### src/rtl/acs_pkg.sv
// Constants, carriers and state layout for the ADC channel sequencer
package acs_pkg;

   ////////////////////////////////////////////////////////////////////////////////
   // Channels and data
   localparam int NUM_PINS = 8;
   localparam int NUM_CH = NUM_PINS + 1;
   localparam logic [3:0] TEMP_CH = 4'h8;
   localparam int RES_W = 12;

   ////////////////////////////////////////////////////////////////////////////////
   // Timing
   localparam int CLK_HZ = 25_000_000;
   localparam int SAR_CLK_MAX_HZ = 18_000_000;
   // Converter clock is rounded down from the reference so it never exceeds its maximum
   localparam int SAR_DIV = (CLK_HZ + SAR_CLK_MAX_HZ - 1) / SAR_CLK_MAX_HZ;
   localparam int DIV_W = (SAR_DIV > 1) ? $clog2(SAR_DIV) : 1;
   localparam logic [DIV_W-1:0] DIV_MAX = DIV_W'(SAR_DIV - 1);
   localparam logic [7:0] CONV_CLKS = 8'h12;

   ////////////////////////////////////////////////////////////////////////////////
   // Register map (byte addresses; RES_IDX and SMP_IDX are word indices)
   localparam logic [11:0] CTRL_OFS = 12'h000;
   localparam logic [11:0] CHEN_OFS = 12'h004;
   localparam logic [11:0] LIMIT_OFS = 12'h008;
   localparam logic [11:0] STATUS_OFS = 12'h00c;
   localparam logic [11:0] INTSTAT_OFS = 12'h010;
   localparam logic [11:0] INTMASK_OFS = 12'h014;
   localparam logic [5:0] RES_IDX = 6'h10;
   localparam logic [5:0] SMP_IDX = 6'h20;

   // Field positions
   localparam int CTRL_RUN = 0;
   localparam int CTRL_FW = 1;
   localparam int CTRL_GO = 2;
   localparam int CTRL_FWCH_LSB = 4;
   localparam int LIM_HI_LSB = 16;
   localparam int STAT_BUSY = 0;
   localparam int STAT_CH_LSB = 4;
   localparam int STAT_OORCH_LSB = 8;
   localparam int STAT_LP = 12;
   localparam int INT_OOR = 0;
   localparam int INT_SCAN = 1;
   localparam int INT_CONV = 2;
   localparam int INT_W = 3;
   localparam int RES_VALID = 31;
   localparam int RES_OOR = 30;

   // Reset values
   localparam logic [7:0] SMP_RST = 8'h04;
   localparam logic [11:0] LIM_LO_RST = 12'h000;
   localparam logic [11:0] LIM_HI_RST = 12'hfff;

   ////////////////////////////////////////////////////////////////////////////////
   // Types
   typedef enum logic [1:0] {ST_IDLE, ST_SAMPLE, ST_CONV} acs_state_t;

   typedef struct packed {
      logic psel;
      logic penable;
      logic pwrite;
      logic [11:0] paddr;
      logic [31:0] pwdata;
   } acs_apb_req_t;

   typedef struct packed {
      logic [31:0] prdata;
      logic pready;
      logic pslverr;
   } acs_apb_rsp_t;

   typedef struct packed {
      logic [3:0] muxSel;
      logic sampleEn;
      logic convEn;
      logic sarClkEn;
      logic tempSensEn;
   } acs_sar_ctl_t;

   typedef struct packed {
      acs_state_t st;
      logic [3:0] ch;
      logic [7:0] cnt;
      logic [DIV_W-1:0] div;
      logic run;
      logic fwMode;
      logic fwPend;
      logic [3:0] fwCh;
      logic [NUM_CH-1:0] chEn;
      logic [RES_W-1:0] lowLim;
      logic [RES_W-1:0] highLim;
      logic [INT_W-1:0] intStat;
      logic [INT_W-1:0] intMask;
      logic [3:0] oorCh;
      logic [NUM_CH-1:0] resValid;
      logic [NUM_CH-1:0] resOor;
      logic [NUM_CH-1:0][RES_W-1:0] result;
      logic [NUM_CH-1:0][7:0] smpTime;
      logic [31:0] prdata;
      logic pslverr;
   } acs_regs_t;

   localparam acs_regs_t REGS_RST = '{
      st: ST_IDLE,
      lowLim: LIM_LO_RST,
      highLim: LIM_HI_RST,
      smpTime: {NUM_CH{SMP_RST}},
      default: '0
   };

   // First enabled channel after cur, wrapping past the highest one
   function automatic logic [3:0] acs_next_ch(input logic [NUM_CH-1:0] en,
                                              input logic [3:0] cur);
      logic [3:0] res;
      int k;
      res = cur;
      k = 0;
      for (int i = NUM_CH; i >= 1; i--) begin
         k = (int'(cur) + i) % NUM_CH;
         if (en[k]) begin
            res = 4'(k);
         end
      end
      return res;
   endfunction

   // Sample phase length in cycles is the programmed value, never less than one
   function automatic logic [7:0] acs_smp_load(input logic [7:0] t);
      return (t == 8'h00) ? 8'h00 : t - 8'h01;
   endfunction

endpackage

### src/rtl/acs_adc_channel_sequencer.sv
// ADC input sequencer with per-channel sample times, result buffers and range check
`timescale 1ns/1ps

// Operation
// - Converter input selector offers eight pin channels.
// - Once started, enabled channels are scanned with no processor action.
// - Next channel's sampling starts right after a conversion, no idle cycles.
// - Channel choice comes from the internal scanner or from firmware.
// - Every channel has its own result buffer.
// - Every channel has its own programmable sample time.
// - Low and high limits; a value outside them raises an interrupt.
// - The range check is made as each conversion completes.
// - The temperature sensor is a selectable input source.
// - Converter and sequencer are unavailable in the deep low-power modes.
// - A conversion takes at least eighteen converter clocks.
module acs_adc_channel_sequencer
   import acs_pkg::*;
(
   input wire logic ref_clk,
   input wire logic rst_n,
   input wire acs_apb_req_t apbReq,
   output acs_apb_rsp_t apbRsp,
   input wire logic lowPower,
   input wire logic [RES_W-1:0] sarData,
   output acs_sar_ctl_t sarCtl,
   output logic irq
);

   ////////////////////////////////////////////////////////////////////////////////
   // State
   acs_regs_t r;
   acs_regs_t next_r;

   logic setupPh;
   logic wrAcc;
   logic rdAcc;
   logic hiZero;
   logic [5:0] aIdx;
   logic isRes;
   logic isSmp;
   logic [3:0] resSel;
   logic [3:0] smpSel;
   logic sarTick;
   logic convDone;
   logic outRange;
   logic scanOn;
   logic [3:0] scanNext;
   logic [INT_W-1:0] intSet;
   logic [INT_W-1:0] intClr;
   logic [31:0] rdMux;
   logic mapped;

   assign setupPh = apbReq.psel && !apbReq.penable;
   assign wrAcc = apbReq.psel && apbReq.penable && apbReq.pwrite;
   assign rdAcc = apbReq.psel && apbReq.penable && !apbReq.pwrite;
   assign hiZero = (apbReq.paddr[11:8] == 4'h0) && (apbReq.paddr[1:0] == 2'h0);
   assign aIdx = apbReq.paddr[7:2];
   assign isRes = hiZero && (aIdx >= RES_IDX) && (aIdx < RES_IDX + 6'(NUM_CH));
   assign isSmp = hiZero && (aIdx >= SMP_IDX) && (aIdx < SMP_IDX + 6'(NUM_CH));
   assign resSel = 4'(aIdx - RES_IDX);
   assign smpSel = 4'(aIdx - SMP_IDX);

   // Converter clock enable; restarted per conversion so its length is exact
   assign sarTick = (r.st == ST_CONV) && (r.div == DIV_MAX);
   assign convDone = sarTick && (r.cnt == 8'h00);
   assign outRange = (sarData < r.lowLim) || (sarData > r.highLim);
   assign scanOn = r.run && !r.fwMode;
   assign scanNext = acs_next_ch(r.chEn, r.ch);

   ////////////////////////////////////////////////////////////////////////////////
   // Read mux, evaluated in the setup phase
   always_comb begin
      rdMux = 32'h0000_0000;
      mapped = 1'b1;
      if (isRes) begin
         rdMux[RES_W-1:0] = r.result[resSel];
         rdMux[RES_OOR] = r.resOor[resSel];
         rdMux[RES_VALID] = r.resValid[resSel];
      end else if (isSmp) begin
         rdMux[7:0] = r.smpTime[smpSel];
      end else if (apbReq.paddr == CTRL_OFS) begin
         rdMux[CTRL_RUN] = r.run;
         rdMux[CTRL_FW] = r.fwMode;
         rdMux[CTRL_GO] = r.fwPend;
         rdMux[CTRL_FWCH_LSB +: 4] = r.fwCh;
      end else if (apbReq.paddr == CHEN_OFS) begin
         rdMux[NUM_CH-1:0] = r.chEn;
      end else if (apbReq.paddr == LIMIT_OFS) begin
         rdMux[RES_W-1:0] = r.lowLim;
         rdMux[LIM_HI_LSB +: RES_W] = r.highLim;
      end else if (apbReq.paddr == STATUS_OFS) begin
         rdMux[STAT_BUSY] = (r.st != ST_IDLE);
         rdMux[STAT_CH_LSB +: 4] = r.ch;
         rdMux[STAT_OORCH_LSB +: 4] = r.oorCh;
         rdMux[STAT_LP] = lowPower;
      end else if (apbReq.paddr == INTSTAT_OFS) begin
         rdMux[INT_W-1:0] = r.intStat;
      end else if (apbReq.paddr == INTMASK_OFS) begin
         rdMux[INT_W-1:0] = r.intMask;
      end else begin
         mapped = 1'b0;
      end
   end

   ////////////////////////////////////////////////////////////////////////////////
   // Next state
   always_comb begin
      next_r = r;
      intSet = '0;
      intClr = '0;

      if (setupPh) begin
         next_r.prdata = mapped ? rdMux : 32'h0000_0000;
         next_r.pslverr = !mapped;
      end

      // Register writes take effect at the access edge
      if (wrAcc && mapped) begin
         if (isSmp) begin
            next_r.smpTime[smpSel] = apbReq.pwdata[7:0];
         end else if (apbReq.paddr == CTRL_OFS) begin
            next_r.run = apbReq.pwdata[CTRL_RUN];
            next_r.fwMode = apbReq.pwdata[CTRL_FW];
            if (apbReq.pwdata[CTRL_GO]) begin
               next_r.fwPend = 1'b1;
            end
            if (apbReq.pwdata[CTRL_FWCH_LSB +: 4] <= TEMP_CH) begin
               next_r.fwCh = apbReq.pwdata[CTRL_FWCH_LSB +: 4];
            end
         end else if (apbReq.paddr == CHEN_OFS) begin
            next_r.chEn = apbReq.pwdata[NUM_CH-1:0];
         end else if (apbReq.paddr == LIMIT_OFS) begin
            next_r.lowLim = apbReq.pwdata[RES_W-1:0];
            next_r.highLim = apbReq.pwdata[LIM_HI_LSB +: RES_W];
         end else if (apbReq.paddr == INTSTAT_OFS) begin
            intClr = apbReq.pwdata[INT_W-1:0];
         end else if (apbReq.paddr == INTMASK_OFS) begin
            next_r.intMask = apbReq.pwdata[INT_W-1:0];
         end
      end

      // Reading a result consumes it; a new result in the same cycle keeps it valid
      if (rdAcc && isRes) begin
         next_r.resValid[resSel] = 1'b0;
      end

      // Sequencer
      next_r.div = (r.st == ST_CONV) ? ((r.div == DIV_MAX) ? '0 : r.div + 1'b1) : '0;
      unique case (r.st)
         ST_IDLE: begin
            if (r.fwMode && r.fwPend) begin
               // firmware-chosen channel, one conversion per go
               next_r.fwPend = 1'b0;
               next_r.ch = r.fwCh;
               next_r.st = ST_SAMPLE;
               next_r.cnt = acs_smp_load(r.smpTime[r.fwCh]);
            end else if (scanOn && (r.chEn != '0)) begin
               // scan always begins at the lowest enabled channel
               next_r.ch = acs_next_ch(r.chEn, 4'(NUM_CH - 1));
               next_r.st = ST_SAMPLE;
               next_r.cnt = acs_smp_load(r.smpTime[acs_next_ch(r.chEn, 4'(NUM_CH - 1))]);
            end
         end
         ST_SAMPLE: begin
            // hold sampling for this channel's time
            if (r.cnt == 8'h00) begin
               next_r.st = ST_CONV;
               next_r.cnt = CONV_CLKS - 8'h01;
            end else begin
               next_r.cnt = r.cnt - 8'h01;
            end
         end
         ST_CONV: begin
            // count full converter clocks before taking the result
            if (sarTick && (r.cnt != 8'h00)) begin
               next_r.cnt = r.cnt - 8'h01;
            end
            // A conversion cut short by low power leaves no result behind
            if (convDone && !lowPower) begin
               next_r.result[r.ch] = sarData;
               next_r.resValid[r.ch] = 1'b1;
               next_r.resOor[r.ch] = outRange;
               intSet[INT_CONV] = 1'b1;
               if (outRange) begin
                  intSet[INT_OOR] = 1'b1;
                  next_r.oorCh = r.ch;
               end
               if (scanOn && (r.chEn != '0)) begin
                  // straight into the next sample, no gap
                  next_r.ch = scanNext;
                  next_r.st = ST_SAMPLE;
                  next_r.cnt = acs_smp_load(r.smpTime[scanNext]);
                  if (scanNext <= r.ch) begin
                     intSet[INT_SCAN] = 1'b1;
                  end
               end else begin
                  next_r.st = ST_IDLE;
                  if (!r.fwMode) begin
                     intSet[INT_SCAN] = 1'b1;
                  end
               end
            end
         end
      endcase

      // no conversions while the fast clock is unavailable
      if (lowPower) begin
         next_r.st = ST_IDLE;
         next_r.cnt = 8'h00;
         next_r.fwPend = 1'b0;
      end

      // software write-one clears; a same-cycle event wins
      next_r.intStat = (r.intStat & ~intClr) | intSet;
   end

   always_ff @(posedge ref_clk or negedge rst_n) begin
      if (!rst_n) begin
         r <= REGS_RST;
      end else begin
         r <= next_r;
      end
   end

   ////////////////////////////////////////////////////////////////////////////////
   // Outputs
   assign apbRsp.prdata = r.prdata;
   assign apbRsp.pslverr = r.pslverr;
   assign apbRsp.pready = apbReq.psel && apbReq.penable;
   // selector spans eight pins plus the temperature sensor
   assign sarCtl.muxSel = r.ch;
   assign sarCtl.sampleEn = (r.st == ST_SAMPLE);
   assign sarCtl.convEn = (r.st == ST_CONV);
   assign sarCtl.sarClkEn = sarTick;
   assign sarCtl.tempSensEn = (r.st != ST_IDLE) && (r.ch == TEMP_CH);
   // level interrupt from unmasked sticky bits
   assign irq = |(r.intStat & r.intMask);

   ////////////////////////////////////////////////////////////////////////////////
   // Checks
   localparam int CONV_REF = int'(CONV_CLKS) * SAR_DIV;
   logic [7:0] cnvLen;
   logic [7:0] smpLen;

   always_ff @(posedge ref_clk or negedge rst_n) begin
      if (!rst_n) begin
         cnvLen <= 8'h00;
         smpLen <= 8'h00;
      end else begin
         cnvLen <= sarCtl.convEn ? cnvLen + 8'h01 : 8'h00;
         smpLen <= sarCtl.sampleEn ? smpLen + 8'h01 : 8'h00;
      end
   end
endmodule

### config.mk
export PLATFORM = sky130hd
export DESIGN_NAME = acs_adc_channel_sequencer
export DESIGN_NICKNAME = d
export VERILOG_FILES = /design/src/rtl/acs_pkg.sv /design/src/rtl/acs_adc_channel_sequencer.sv
export SDC_FILE = /design/constraint.sdc
export NUM_CORES = 1
export LEC_CHECK = 0
export BUFFER_PORTS_ARGS = -buffer_cell sky130_fd_sc_hd__buf_2
export CORE_MARGIN = 5
export CORE_UTILIZATION = 68
export DETAILED_ROUTE_END_ITERATION = 12
export PLACE_DENSITY_LB_ADDON = 0.08
export SETUP_SLACK_MARGIN = 0.02
export SYNTH_ARGS = -nofsm -noshare
export SYNTH_HDL_FRONTEND = slang
export SYNTH_SLANG_ARGS = --single-unit
export TNS_END_PERCENT = 20
### constraint.sdc
create_clock -name ref_clk -period 13.95 [get_ports ref_clk]
set_clock_uncertainty 0.2 [all_clocks]
set_input_delay 1.395 -clock ref_clk [delete_from_list [all_inputs] [get_ports ref_clk]]
set_output_delay 1.395 -clock ref_clk [all_outputs]
set_load 0.005 [all_outputs]
==> flow_summary.yaml <==
grt:
  antenna_found_initial: 3
  gr-usage-all-layers: 0.368
  grt_pass1_wl_um: 107000
  grt-ovfl-total: 0
  grt_max_degree: 87
  grt_pass1_vias: 19100
setup_path:
  cp_slowest_stage_delay_ns: 0.76
  r2r_slack_ns: 4.47
  crit_buf_inv: 6
  end_kind: "register"
  critPathTopFamily: "compound AO/OA/AOI/OAI gates"
  crit_end: "r[284]"
  cp.arrival_ns: 9.74
  cp.depth: 29
  r2r_end: "r[284]"
  worstSetupPathType: "reg2reg"
  worstPathRequired_ns: 14.20
  cp-startpoint: "sarCtl[4]"
  worstRegToRegCells: 29
  critPathMostFrequentCell: "ha_1"
  crit_fanout: 39
  reg2reg_from: "sarCtl[4]"
  crit_path_top_delay_cell: "dfrtp_4"
  cp-start-kind: "register"
worst_hold_path:
  holdPathStages: 2
  timing.hold.worst.class: "reg2reg"
logic_synthesis:
  netlist-cell-type-count: 114
  syn-instance-count: 2280
  synth_edf_count: 0
  avgSynthCellArea_sq_um: 9.87
  synth-seq-cells: 291
  syn_area_sq_mm: 0.0225
  yosysWarningCount: 0
  seq_area_frac_synth: 0.325
  yosys_most_used_dff: "dfrtp_1"
  async_flop_share: 1.00
finish:
  layout_common_cells: "dfrtp_1 (269), nand2_1 (228), mux2_2 (226), o21ai_0 (139), nor2_1 (115)"
  final_cells: 2734
  fin_nets: 2421
  final_common_cell: "dfrtp_1"
  area_growth_pct: 6.50
  drive_gt1_frac: 0.254
timing:
  fin_crit_ns: 9.48
  hold_viol: 0
  fin_tns_setup_ns: 0
  tightestPinTransition_ns: 1.20
  finalMaxSlewViolations: 0
  rsz0062_at_grt: "false"
  max-slew-margin-rel: 0.199
  setup_viol: 0
  timing.fmax_mhz: 105
  fin_crit_sh: 0.680
floorplanning:
  std_cell_rows: 66
  core_area_sq_mm: 0.0326
  dieArea_sq_mm: 0.0368
  dieWidth_um: 192
  initial_core_util: 0.690
  die_height_um: 192
  num_io_pins: 105
placement:
  dp.cells: 2677
  globalplace.congestion: 0.979
  hpwl_um: 46500
  portBuffers: 91
clocking:
  cts_buffer_depth: 3
  cts_root_buf: "clkbuf_16"
  numClockSinks: 291
  clkLatencyLatePin_ns: 0.61
  h-tree-depth: 1
  cts_resized: 0
  postCtsSetupBuffers: 0
  path_clk_slew_ns: 0.07
  cts_made_buffers: 30
  cts_hold_buffers: 0
  cts_tree: "done"
route:
  drt-total-wl_um: 67600
  drc: 0
  ant_nets: 0
  viasPerCell: 7.02
  vias: 19200
  drt_iter0_drc: 2114
  dr.pass1.iters: 9
  wire_per_inst_um: 24.7
status:
  status: "completed"
job:
  cap_viol_max_count: 0
## synth_stat cells (all sizes together) (11+ instances only)
cell type | number | share of area
xor2 | 13 | 0.0057
buf | 85 | 0.024
xnor2 | 28 | 0.012
ha | 92 | 0.051
and2 | 21 | 0.0059
nand3 | 57 | 0.013
nand2 | 228 | 0.038
mux4 | 81 | 0.081
o31ai | 19 | 0.0082
a211oi | 43 | 0.016
a221oi | 14 | 0.0065
or2 | 17 | 0.0047
a22oi | 22 | 0.0084
o221ai | 11 | 0.0051
dfstp | 21 | 0.025
mux2i | 91 | 0.040
and3 | 19 | 0.0053
nand2b | 23 | 0.0064
nand4 | 14 | 0.0039
a2111oi | 16 | 0.0077
nor2b | 28 | 0.0078
a21oi | 98 | 0.023
o211ai | 15 | 0.0054
o22ai | 12 | 0.0033
dfrtp | 270 | 0.30
clkbuf | 85 | 0.014
a21boi | 14 | 0.0050
mux2 | 228 | 0.11
a21o | 17 | 0.0057
o21ai | 153 | 0.035
nor3 | 38 | 0.0089
or3 | 21 | 0.0058
inv | 89 | 0.015
a31oi | 18 | 0.0050
nor2 | 119 | 0.020
## flip-flops by register name, summed over array words and instances, names as in the netlist
| name | cells |
|---|---|
| sarCtl | 4 |
| r | 259 |
| apbRsp | 28 |
## worst min-delay path by stage
| stage | slack, ns | endpoint | from |
|---|---|---|---|
| 2_1_floorplan | 0.24 | r[281] | r[281] |
| 3_3_place_gp | 0.26 | r[117] | r[117] |
| 3_5_place_dp | 0.26 | r[129] | r[129] |
| 4_1_cts | 0.28 | r[129] | r[129] |
| 5_1_grt | 0.29 | r[129] | r[129] |
| 6_report | 0.28 | r[165] | r[165] |
## final cells by class
type | instances | area (sq um)
inverters | 92 | 345
well taps | 442 | 553
fillers | 2363 | 8650
repair buffers | 121 | 693
multi-input cells | 1731 | 14000
flip-flops and latches | 291 | 7310
clock buffers | 42 | 868
clock inverters | 14 | 154
diodes | 1 | 2.50
## worst reg2reg max path: cells and delay by family, from the launching register on
kind	cells	cell delay [ns]
AND/OR/NAND/NOR	5	1.67
multiplexers	3	0.75
adder cells (fa/ha/maj)	4	1.24
buffers and inverters	6	1.21
AO/OA/AOI/OAI	10	3.28
XOR/XNOR	1	0.24
flip-flops	1	0.76
## cells by family after synthesis
logic type      share of synthesized area
simple gates                        0.141
flops                               0.325
mux                                 0.236
other cells                      0.000167
xor+xnor                           0.0173
fa+ha+maj                          0.0511
buf+inv                            0.0531
compound gates                      0.177
## routing by layer
metal / wire (um) / vias up / GRT usage
li1: - / 8448 / -
met1: 26300 / 9363 / 0.499
met2: 30700 / 1118 / 0.578
met3: 7010 / 274 / 0.0743
met4: 3610 / 2 / 0.160
met5: 27 / - / 0
## through the flow
stage               hold WS, ns  instance area (sq um)   util  worst slack, ns
detailed placement        0.264                  22900  0.704             4.76
floorplan                 0.240                  22500      -             5.61
global placement          0.257                  22900  0.704             4.99
global route              0.290                  24000  0.735             4.02
CTS                       0.278                  24000  0.735             4.72
finish                    0.280                  24000  0.735             4.47
Power is not shown: default switching activity piles up to over one toggle a cycle in this logic, so the estimate is an artifact.
